**src/hdl/iafu_pkg.sv**
```systemverilog
/*
  Constants for the integer arithmetic and flag unit: register map, control
  fields, flag bit positions, reset values and the operation codes.
  Assumes a 32-bit Avalon-MM slave port with byte addresses.
*/
`default_nettype none

package iafu_pkg;

  // ==========================================================================
  // Register map (byte addresses)
  localparam logic [4:0] IAFU_OFS_CTRL  = 5'h00;
  localparam logic [4:0] IAFU_OFS_DEST  = 5'h04;
  localparam logic [4:0] IAFU_OFS_SRC   = 5'h08;
  localparam logic [4:0] IAFU_OFS_EXT   = 5'h0C;
  localparam logic [4:0] IAFU_OFS_FLAGS = 5'h10;

  // ==========================================================================
  // Control word fields
  localparam int IAFU_CTRL_OP_LSB = 0;
  localparam int IAFU_CTRL_OP_W   = 4;
  localparam int IAFU_CTRL_WORD   = 4;

  // ==========================================================================
  // Flag bit positions within the flags register
  localparam int IAFU_FLG_CARRY  = 0;
  localparam int IAFU_FLG_PARITY = 1;
  localparam int IAFU_FLG_HALF   = 2;
  localparam int IAFU_FLG_ZERO   = 3;
  localparam int IAFU_FLG_SIGN   = 4;
  localparam int IAFU_FLG_OVER   = 5;
  localparam int IAFU_FLG_W      = 6;

  // ==========================================================================
  // Reset values
  localparam logic [15:0] IAFU_RST_DATA  = 16'h0000;
  localparam logic [5:0]  IAFU_RST_FLAGS = 6'h00;
  localparam logic [3:0]  IAFU_RST_OP    = 4'h0;

  // ==========================================================================
  // Decimal correction constants
  localparam logic [7:0] IAFU_NIB_FIX  = 8'h06;
  localparam logic [7:0] IAFU_HI_FIX   = 8'h60;
  localparam logic [3:0] IAFU_DIG_MAX  = 4'h9;
  localparam logic [7:0] IAFU_PACK_MAX = 8'h99;
  localparam logic [7:0] IAFU_TEN      = 8'h0A;
  localparam logic [7:0] IAFU_LO_NIB   = 8'h0F;

  // ==========================================================================
  // Operation codes
  typedef enum logic [3:0] {
    IAFU_OP_SUM          = 4'h0,
    IAFU_OP_SUM_C        = 4'h1,
    IAFU_OP_PLUS1        = 4'h2,
    IAFU_OP_USUM_FIX     = 4'h3,
    IAFU_OP_PSUM_FIX     = 4'h4,
    IAFU_OP_DIFF         = 4'h5,
    IAFU_OP_DIFF_B       = 4'h6,
    IAFU_OP_MINUS1       = 4'h7,
    IAFU_OP_TWOS         = 4'h8,
    IAFU_OP_COMPARE      = 4'h9,
    IAFU_OP_UDIFF_FIX    = 4'hA,
    IAFU_OP_PDIFF_FIX    = 4'hB,
    IAFU_OP_UPROD        = 4'hC,
    IAFU_OP_SPROD        = 4'hD,
    IAFU_OP_UPROD_FIX    = 4'hE,
    IAFU_OP_NOP          = 4'hF
  } iafu_op_t;

endpackage : iafu_pkg

`default_nettype wire

```
**src/hdl/iafu_core.sv**
```systemverilog
/*
  Integer arithmetic and flag unit: add, subtract, increment, decrement,
  negate, compare, multiply and the decimal adjust steps, with six flags.
  Assumes an Avalon-MM master on the same clock; one access at a time.
*/
`default_nettype none

// Functional notes
// - Add writes sum of byte or word operands, updates all six flags
// - Add with carry adds one more when carry set, updates six flags
// - Increment adds one, updates five flags, carry unchanged
// - Unpacked add fix makes low byte one digit, updates half-carry, carry
// - Packed add fix makes two packed digits, updates five flags
// - Subtract writes destination minus source, updates all six flags
// - Subtract with borrow also removes one when carry set, six flags
// - Decrement subtracts one, updates five flags, carry unchanged
// - Negate replaces operand by zero minus it, updates six flags
// - Negating most negative value keeps it and sets overflow
// - Negate sets carry for nonzero operand, clears it for zero
// - Compare subtracts only for flags, operands unchanged
// - Unpacked subtract fix makes one digit, updates half-carry, carry
// - Packed subtract fix makes two packed digits, updates five flags
// - Unsigned multiply into high:low byte or extension:accumulator word
// - Unsigned multiply sets carry and overflow when upper half nonzero
// - Signed multiply into the same register pairs
// - Signed multiply flags set when upper half is not sign extension
// - Unpacked multiply fix gives two digits, updates parity, sign, zero
// - Parity set when low eight result bits hold even ones
// - Half-carry set on carry out of or borrow into low nibble
// - Carry set on carry out of or borrow into top bit
// - Sign equals top result bit, bit 7 or bit 15
module iafu_core
  import iafu_pkg::*;
(
  // Clock, reset, enable
  input  wire logic        clk_sys,
  input  wire logic        resetn,
  input  wire logic        ce,
  // Avalon-MM slave
  input  wire logic [4:0]  avs_address,
  input  wire logic        avs_read,
  input  wire logic        avs_write,
  input  wire logic [31:0] avs_writedata,
  input  wire logic [3:0]  avs_byteenable,
  output logic      [31:0] avs_readdata,
  output logic             avs_waitrequest,
  // Datapath state toward the register file
  output logic      [15:0] acc_word,
  output logic      [15:0] ext_word,
  output logic      [5:0]  flags
);

  // ==========================================================================
  // Helpers
  function automatic logic even_ones(input logic [7:0] v);
    even_ones = ~^v;
  endfunction : even_ones

  function automatic logic [15:0] merge_be(input logic [15:0] old,
                                           input logic [31:0] wd,
                                           input logic [3:0]  be);
    merge_be = old;
    if (be[0]) begin
      merge_be[7:0] = wd[7:0];
    end
    if (be[1]) begin
      merge_be[15:8] = wd[15:8];
    end
  endfunction : merge_be

  // ==========================================================================
  // Bus handshake
  logic        wait_q;
  logic [31:0] rdata_q;
  logic [15:0] dest_q;
  logic [15:0] src_q;
  logic [15:0] ext_q;
  logic [5:0]  flags_q;
  logic [3:0]  last_op_q;
  logic        last_word_q;
  logic        req;
  logic        wr_ack;
  logic        exec;

  assign req    = avs_read | avs_write;
  assign wr_ack = avs_write & ~wait_q;
  // Operation runs on the edge that completes the control write
  assign exec   = wr_ack && (avs_address == IAFU_OFS_CTRL) && avs_byteenable[0];

  // One wait cycle per access keeps readdata registered
  always_ff @(posedge clk_sys or negedge resetn) begin
    if (!resetn) begin
      wait_q <= 1'b1;
    end else if (ce) begin
      wait_q <= ~(req & wait_q);
    end
  end

  always_ff @(posedge clk_sys or negedge resetn) begin
    if (!resetn) begin
      rdata_q <= 32'h0000_0000;
    end else if (ce && avs_read && wait_q) begin
      case (avs_address)
        IAFU_OFS_CTRL:  rdata_q <= {27'h000_0000, last_word_q, last_op_q};
        IAFU_OFS_DEST:  rdata_q <= {16'h0000, dest_q};
        IAFU_OFS_SRC:   rdata_q <= {16'h0000, src_q};
        IAFU_OFS_EXT:   rdata_q <= {16'h0000, ext_q};
        IAFU_OFS_FLAGS: rdata_q <= {26'h000_0000, flags_q};
        default:        rdata_q <= 32'h0000_0000;
      endcase
    end
  end

  // ==========================================================================
  // Arithmetic core
  iafu_op_t    op;
  logic        wsel;
  logic [15:0] dest_n;
  logic [15:0] ext_n;
  logic [5:0]  flags_n;

  assign op   = iafu_op_t'(avs_writedata[IAFU_CTRL_OP_LSB +: IAFU_CTRL_OP_W]);
  assign wsel = avs_writedata[IAFU_CTRL_WORD];

  always_comb begin
    logic        is_sub;
    logic        cin;
    logic        arith;
    logic        keep_carry;
    logic        no_store;
    logic [15:0] a;
    logic [15:0] b;
    logic [16:0] r;
    logic        sa;
    logic        sb;
    logic        sr;
    logic        cout;
    logic [7:0]  acc_lo;
    logic [7:0]  acc_hi;
    logic [7:0]  t;
    logic        lofix;
    logic        hifix;
    logic [15:0] pu8;
    logic [31:0] pu16;
    logic [15:0] ps8;
    logic [31:0] ps16;
    is_sub   = 1'b0;
    cin      = 1'b0;
    arith    = 1'b1;
    keep_carry = 1'b0;
    no_store = 1'b0;
    a        = dest_q;
    b        = src_q;
    r        = 17'h0_0000;
    sa       = 1'b0;
    sb       = 1'b0;
    sr       = 1'b0;
    cout     = 1'b0;
    acc_lo   = dest_q[7:0];
    acc_hi   = dest_q[15:8];
    t        = 8'h00;
    lofix    = (acc_lo[3:0] > IAFU_DIG_MAX) || flags_q[IAFU_FLG_HALF];
    hifix    = 1'b0;
    pu8      = acc_lo * src_q[7:0];
    pu16     = dest_q * src_q;
    ps8      = 16'($signed(acc_lo) * $signed(src_q[7:0]));
    ps16     = 32'($signed(dest_q) * $signed(src_q));
    dest_n   = dest_q;
    ext_n    = ext_q;
    flags_n  = flags_q;
    case (op)
      IAFU_OP_SUM:       ;
      IAFU_OP_SUM_C:     cin = flags_q[IAFU_FLG_CARRY];
      IAFU_OP_PLUS1: begin
        b          = 16'h0001;
        keep_carry = 1'b1;
      end
      IAFU_OP_DIFF:      is_sub = 1'b1;
      IAFU_OP_DIFF_B: begin
        is_sub = 1'b1;
        cin    = flags_q[IAFU_FLG_CARRY];
      end
      IAFU_OP_MINUS1: begin
        is_sub  = 1'b1;
        b          = 16'h0001;
        keep_carry = 1'b1;
      end
      IAFU_OP_TWOS: begin
        is_sub = 1'b1;
        a      = 16'h0000;
        b      = dest_q;
      end
      IAFU_OP_COMPARE: begin
        is_sub   = 1'b1;
        no_store = 1'b1;
      end
      default:           arith = 1'b0;
    endcase

    // Shared adder; byte mode works on zero-extended low bytes
    if (!wsel) begin
      a = {8'h00, a[7:0]};
      b = {8'h00, b[7:0]};
    end
    if (is_sub) begin
      r = {1'b0, a} - {1'b0, b} - {16'h0000, cin};
    end else begin
      r = {1'b0, a} + {1'b0, b} + {16'h0000, cin};
    end
    sa   = wsel ? a[15] : a[7];
    sb   = wsel ? b[15] : b[7];
    sr   = wsel ? r[15] : r[7];
    cout = wsel ? r[16] : r[8];

    if (arith) begin
      if (!keep_carry) begin
        flags_n[IAFU_FLG_CARRY] = cout;
      end
      flags_n[IAFU_FLG_HALF]   = a[4] ^ b[4] ^ r[4];
      // Negating the most negative value wraps to itself and flags overflow
      flags_n[IAFU_FLG_OVER]   = is_sub ? (sa != sb) && (sr != sa)
                                        : (sa == sb) && (sr != sa);
      flags_n[IAFU_FLG_PARITY] = even_ones(r[7:0]);
      flags_n[IAFU_FLG_SIGN]   = sr;
      flags_n[IAFU_FLG_ZERO]   = wsel ? (r[15:0] == 16'h0000) : (r[7:0] == 8'h00);
      if (!no_store) begin
        dest_n = wsel ? r[15:0] : {dest_q[15:8], r[7:0]};
      end
    end

    case (op)
      IAFU_OP_USUM_FIX: begin
        // Undefined flags are left as they were
        t = acc_lo;
        if (lofix) begin
          t      = acc_lo + IAFU_NIB_FIX;
          acc_hi = acc_hi + 8'h01;
        end
        dest_n                  = {acc_hi, t & IAFU_LO_NIB};
        flags_n[IAFU_FLG_HALF]  = lofix;
        flags_n[IAFU_FLG_CARRY] = lofix;
      end
      IAFU_OP_UDIFF_FIX: begin
        t = acc_lo;
        if (lofix) begin
          t      = acc_lo - IAFU_NIB_FIX;
          acc_hi = acc_hi - 8'h01;
        end
        dest_n                  = {acc_hi, t & IAFU_LO_NIB};
        flags_n[IAFU_FLG_HALF]  = lofix;
        flags_n[IAFU_FLG_CARRY] = lofix;
      end
      IAFU_OP_PSUM_FIX, IAFU_OP_PDIFF_FIX: begin
        hifix = (acc_lo > IAFU_PACK_MAX) || flags_q[IAFU_FLG_CARRY];
        t     = acc_lo;
        if (op == IAFU_OP_PSUM_FIX) begin
          t = lofix ? t + IAFU_NIB_FIX : t;
          t = hifix ? t + IAFU_HI_FIX : t;
        end else begin
          t = lofix ? t - IAFU_NIB_FIX : t;
          t = hifix ? t - IAFU_HI_FIX : t;
        end
        dest_n                   = {acc_hi, t};
        flags_n[IAFU_FLG_HALF]   = lofix;
        flags_n[IAFU_FLG_CARRY]  = hifix;
        flags_n[IAFU_FLG_PARITY] = even_ones(t);
        flags_n[IAFU_FLG_SIGN]   = t[7];
        flags_n[IAFU_FLG_ZERO]   = (t == 8'h00);
      end
      IAFU_OP_UPROD: begin
        if (wsel) begin
          dest_n                  = pu16[15:0];
          ext_n                   = pu16[31:16];
          flags_n[IAFU_FLG_CARRY] = (pu16[31:16] != 16'h0000);
        end else begin
          dest_n                  = pu8;
          flags_n[IAFU_FLG_CARRY] = (pu8[15:8] != 8'h00);
        end
        flags_n[IAFU_FLG_OVER] = flags_n[IAFU_FLG_CARRY];
      end
      IAFU_OP_SPROD: begin
        if (wsel) begin
          dest_n                  = ps16[15:0];
          ext_n                   = ps16[31:16];
          flags_n[IAFU_FLG_CARRY] = (ps16[31:16] != {16{ps16[15]}});
        end else begin
          dest_n                  = ps8;
          flags_n[IAFU_FLG_CARRY] = (ps8[15:8] != {8{ps8[7]}});
        end
        flags_n[IAFU_FLG_OVER] = flags_n[IAFU_FLG_CARRY];
      end
      IAFU_OP_UPROD_FIX: begin
        // Correct only if factors had clear upper nibbles
        t                        = acc_lo % IAFU_TEN;
        dest_n                   = {acc_lo / IAFU_TEN, t};
        flags_n[IAFU_FLG_PARITY] = even_ones(t);
        flags_n[IAFU_FLG_SIGN]   = t[7];
        flags_n[IAFU_FLG_ZERO]   = (t == 8'h00);
      end
      default: ;
    endcase
  end

  // ==========================================================================
  // Register file
  always_ff @(posedge clk_sys or negedge resetn) begin
    if (!resetn) begin
      dest_q <= IAFU_RST_DATA;
    end else if (ce) begin
      if (exec) begin
        dest_q <= dest_n;
      end else if (wr_ack && avs_address == IAFU_OFS_DEST) begin
        dest_q <= merge_be(dest_q, avs_writedata, avs_byteenable);
      end
    end
  end

  always_ff @(posedge clk_sys or negedge resetn) begin
    if (!resetn) begin
      src_q <= IAFU_RST_DATA;
    end else if (ce && wr_ack && avs_address == IAFU_OFS_SRC) begin
      src_q <= merge_be(src_q, avs_writedata, avs_byteenable);
    end
  end

  always_ff @(posedge clk_sys or negedge resetn) begin
    if (!resetn) begin
      ext_q <= IAFU_RST_DATA;
    end else if (ce) begin
      if (exec) begin
        ext_q <= ext_n;
      end else if (wr_ack && avs_address == IAFU_OFS_EXT) begin
        ext_q <= merge_be(ext_q, avs_writedata, avs_byteenable);
      end
    end
  end

  always_ff @(posedge clk_sys or negedge resetn) begin
    if (!resetn) begin
      flags_q <= IAFU_RST_FLAGS;
    end else if (ce) begin
      if (exec) begin
        flags_q <= flags_n;
      end else if (wr_ack && avs_address == IAFU_OFS_FLAGS && avs_byteenable[0]) begin
        flags_q <= avs_writedata[IAFU_FLG_W-1:0];
      end
    end
  end

  always_ff @(posedge clk_sys or negedge resetn) begin
    if (!resetn) begin
      last_op_q   <= IAFU_RST_OP;
      last_word_q <= 1'b0;
    end else if (ce && exec) begin
      last_op_q   <= op;
      last_word_q <= wsel;
    end
  end

  // ==========================================================================
  // Outputs
  assign avs_readdata    = rdata_q;
  assign avs_waitrequest = wait_q;
  assign acc_word        = dest_q;
  assign ext_word        = ext_q;
  assign flags           = flags_q;

endmodule : iafu_core

`default_nettype wire

```
**config.mk**
```make
export PLATFORM = sky130hd
export DESIGN_NAME = iafu_core
export DESIGN_NICKNAME = d
export VERILOG_FILES = /design/src/hdl/iafu_pkg.sv /design/src/hdl/iafu_core.sv
export SDC_FILE = /design/constraint.sdc
export NUM_CORES = 2
export LEC_CHECK = 0
export BUFFER_PORTS_ARGS = -buffer_cell sky130_fd_sc_hd__buf_4
export CAP_MARGIN = 0
export CELL_PAD_IN_SITES_DETAIL_PLACEMENT = 0
export CELL_PAD_IN_SITES_GLOBAL_PLACEMENT = 1
export CORE_MARGIN = 4
export CORE_UTILIZATION = 40
export CTS_BUF_LIST = sky130_fd_sc_hd__clkbuf_8
export CTS_CLUSTER_DIAMETER = 60
export DETAILED_ROUTE_END_ITERATION = 6
export PLACE_DENSITY = 0.72
export SYNTH_ARGS = -nofsm -noshare
export SYNTH_HDL_FRONTEND = slang
export SYNTH_SLANG_ARGS = --single-unit
```
**constraint.sdc**
```tcl
create_clock -name clk_sys -period 12.3 [get_ports clk_sys]
set_clock_uncertainty 0.2 [all_clocks]
set_input_delay 0.615 -clock clk_sys [delete_from_list [all_inputs] [get_ports clk_sys]]
set_output_delay 0.615 -clock clk_sys [all_outputs]
set_load 0.01 [all_outputs]
```
==> run summary <==
• part of the cycle the worst path needs: 72.3%
• Seq/Total Area, Yosys: 7.04%
• clock tree root driver cell: clkbuf_8
• buffers inserted by post-CTS timing repair: 0
• post-synthesis area per instance: 8.63 um2
• commonest register cell after synthesis: dfrtp_1
• clock insertion delay at the later pin of the skew report: 0.38 ns
• netlist area before placement: 27000 um2
• H-tree levels: 3
• crit path time final: 8.89 ns
• HPWL after DPL: 72200 um
• buffer depth of the longest clock path: 2
• die boundary width: 268 um
• core footprint: 67000 um2
• synth top area cells: fa_1 (34%), ha_1 (13%), inv_1 (7.6%), dfrtp_1 (6.9%), nand2_1 (3.9%)
• power density over cell area: 111 nW/um2
• number of endpoints with negative hold slack in the final report: 0
• RSZ-0062 raised after global routing: false
• hold slack: 0.203 ns
• count of synthesis-stage warnings from yosys: 0
• result of the run: finished, final reports clean
• launch point of the worst path: acc_word[8]
• area grow syn2layout: 6.08%
• fraction of synthesis flops using an asynchronous set or reset pin: 100%
• I/O pin count: 117
• reg-to-reg critical path endpoint: flags[0]
• area fraction of the dominant cell type after synthesis: 33.8%
• clock transition at the registers of the reported paths: 0.08 ns
• leading area contributor after synthesis: fa_1
• # nets final: 3901
• number of buffers inserted by hold repair at cts: 0
• Final Setup Violations: 0
• total congestion overflow after global routing: 0
• Worst Setup Start Kind: flip-flop
• slew at the pin closest to its max-slew limit: 1.36 ns
• remaining routing DRC violations: 0
• wire length of the first global-routing pass: 138000 um
• total leakage power: 14.7 nW
• post-layout util: 42.8%
• CTS-repair resized insts: 0
• vertical die dimension: 268 um
• initial drt markers: 1677
• flip-flop and latch count after synthesis: 76
• worst reg-to-reg path cell count: 21
• Initial Utilization: 40.3%
• count of flip-flops with a built-in enable after synthesis: 0
• crit path DAT: 8.95 ns
• clock buffer count from CTS: 9
• required time at the worst-slack endpoint: 12.36 ns
• number of clock sinks seen by CTS: 76
• antenna violations before repair: 2
• path type of the worst min-delay path: input pin to asynchronous set/reset pin
• routed via count divided by cell count: 5.61
• highest fanout seen on the critical path: 18
• Max-cap violations: 0
• routability cong.: 0.932
• Routed wire per std cell: 22.2 um
• count of buffers from port buffering: 82
• final wirelength: 88700 um
• capturing element of the worst setup path: flags[0]
• f_max: 0.112 GHz
• final-report max-slew violation count: 0
• proportion of layout cells with a drive suffix above 1: 6.68%
• Critical Setup Path Class: flip-flop to flip-flop
• maximum ir drop on the vdd rail: 70.1 uV
• router iterations before antenna repair: 6
• final sum of negative setup slack: 0 ns
• vias in the first global route: 23927
• gate count of the mapped netlist: 3132
• combined global-route utilization of all metal layers: 25.1%
• clock tree from TritonCTS: built
• synth unique cells: 105
• crit end category: flip-flop
• worst flop-to-flop path startpoint: acc_word[8]
• pin count of the biggest net entering global routing: 77
• num rows: 95
• DIE AREA: 71800 um2
• max_slew headroom: 8.55%
• reg2reg setup slack: 3.41 ns
• total number of vias: 22466
• count of antenna-violating nets left after detailed routing: 0
[state kept, by name, indices dropped and copies added, names as in the netlist]
signal,flops
acc_word,16
ext_word,16
src_q,16
last_op_q,4
avs_readdata,16
avs_waitrequest,1
flags,6
last_word_q,1
[through the flow]
step                      power (W)  std cells  area, um2  setup WS, ns
after global routing        0.00353       4001      28700          3.09
after global placement      0.00293       3985      28500          3.66
after CTS                   0.00319       4001      28700          3.59
after floorplan             0.00224       3147      27100          4.25
after detailed placement    0.00297       3985      28500          3.67
final                       0.00319       4004      28700          3.41
[routing by layer]
layer / wire length [um] / up-vias / track usage [%]
met4: 3640 / 0 / 8.19
met2: 41700 / 726 / 42.0
li1: - / 10167 / -
met3: 6510 / 169 / 5.23
met1: 36900 / 11404 / 32.5
met5: 0 / - / 0
[cell usage after synthesis, types with 33 or more instances]
cell type  number
nand2b_1       33
a21o_1         44
nand3_1        40
nor3_1         47
xnor2_1       107
dfrtp_1        75
xor2_1         35
o21ai_0       134
a21oi_1       160
nor2_1        162
and2_1        125
nand2_1       284
inv_1         549
ha_1          276
fa_1          456
clkbuf_1      130
[where the power goes]
part | switching, W | total, W | internal [W]
Sequential | 0.0000432 | 0.000308 | 0.000265
Combinational | 0.00165 | 0.00268 | 0.00102
Clock | 0.0000975 | 0.000200 | 0.000102
Total | 0.00179 | 0.00319 | 0.00139
[how the worst min path moves through the flow]
stage | cells past startpoint | startpoint | endpoint | slack, ns
CTS | 1 | resetn | acc_word[0] | 0.25
global placement | 2 | avs_readdata[6] | avs_readdata[6] | 0.28
floorplan | 0 | resetn | acc_word[0] | 0.12
global route | 1 | resetn | acc_word[3] | 0.28
detailed placement | 2 | avs_readdata[6] | avs_readdata[6] | 0.27
finish | 1 | resetn | acc_word[3] | 0.20
[critical path: stages (launching register included)]
cell and delay, ns:
dfrtp_1 0.74, buf_4 0.42, nand2_1 0.14, fa_1 0.57
inv_1 0.05, fa_1 0.45, fa_1 0.54, fa_1 0.48
fa_1 0.53, fa_1 0.49, ha_1 0.37, a2111o_1 0.44
a211oi_1 0.70, o211ai_1 0.30, o21ai_0 0.52, a32oi_1 0.23
a21o_1 0.25, a21oi_1 0.17, xor2_1 0.26, nor4bb_1 0.45
o211ai_1 0.17, a41o_1 0.27
[cells in the final DEF (no fill, tap or decap), drive strengths merged, types with 10 or more instances in the layout]
| cell type | synthesis | final |
|---|---|---|
| nor2 | 162 | 162 |
| mux2 | 30 | 30 |
| nand2 | 286 | 286 |
| xnor2 | 108 | 108 |
| and3 | 17 | 17 |
| o211ai | 23 | 23 |
| a31oi | 21 | 21 |
| or3 | 10 | 10 |
| nand2b | 33 | 33 |
| a22oi | 16 | 16 |
| buf | 33 | 128 |
| a221oi | 15 | 15 |
| a211oi | 17 | 17 |
| ha | 276 | 276 |
| a21o | 46 | 46 |
| nand3 | 40 | 40 |
| mux2i | 32 | 32 |
| a21oi | 162 | 162 |
| conb | 1 | 16 |
| xor2 | 35 | 35 |
| o221ai | 10 | 10 |
| nor3 | 47 | 47 |
| nand4 | 14 | 14 |
| o21ai | 145 | 145 |
| dfrtp | 75 | 75 |
| nor2b | 15 | 15 |
| clkbuf | 130 | 11 |
| inv | 551 | 555 |
| or4 | 11 | 11 |
| nor4 | 11 | 11 |
| o21a | 19 | 19 |
| o31ai | 11 | 11 |
| and2 | 125 | 125 |
| fa | 456 | 456 |
| o21bai | 22 | 22 |
[layout make-up]
type	count	area, um2
fill	6802	38400
multi-input combinational	2357	22400
inverter	551	2070
sequential	76	1900
tap	873	1090
timing repair buffer	128	961
clock buffer	11	151
clock inverter	5	45.0
antenna	3	7.51
[kinds of logic (layout without fill, tap and decap cells)]
family / Yosys count / count (layout) / share of synthesized area, %
DFF: 76 / 76 / 7.04
muxes: 62 / 62 / 2.45
and+or+nand+nor: 804 / 804 / 14.4
other: 1 / 19 / 0.0139
buffers and inverters: 714 / 695 / 10.2
adders and majority gates: 732 / 732 / 46.5
xor gates and xnor gates: 143 / 143 / 4.66
AOI/OAI and AO/OA: 600 / 600 / 14.7
No activity file was read; power rests on OpenSTA's default activity.
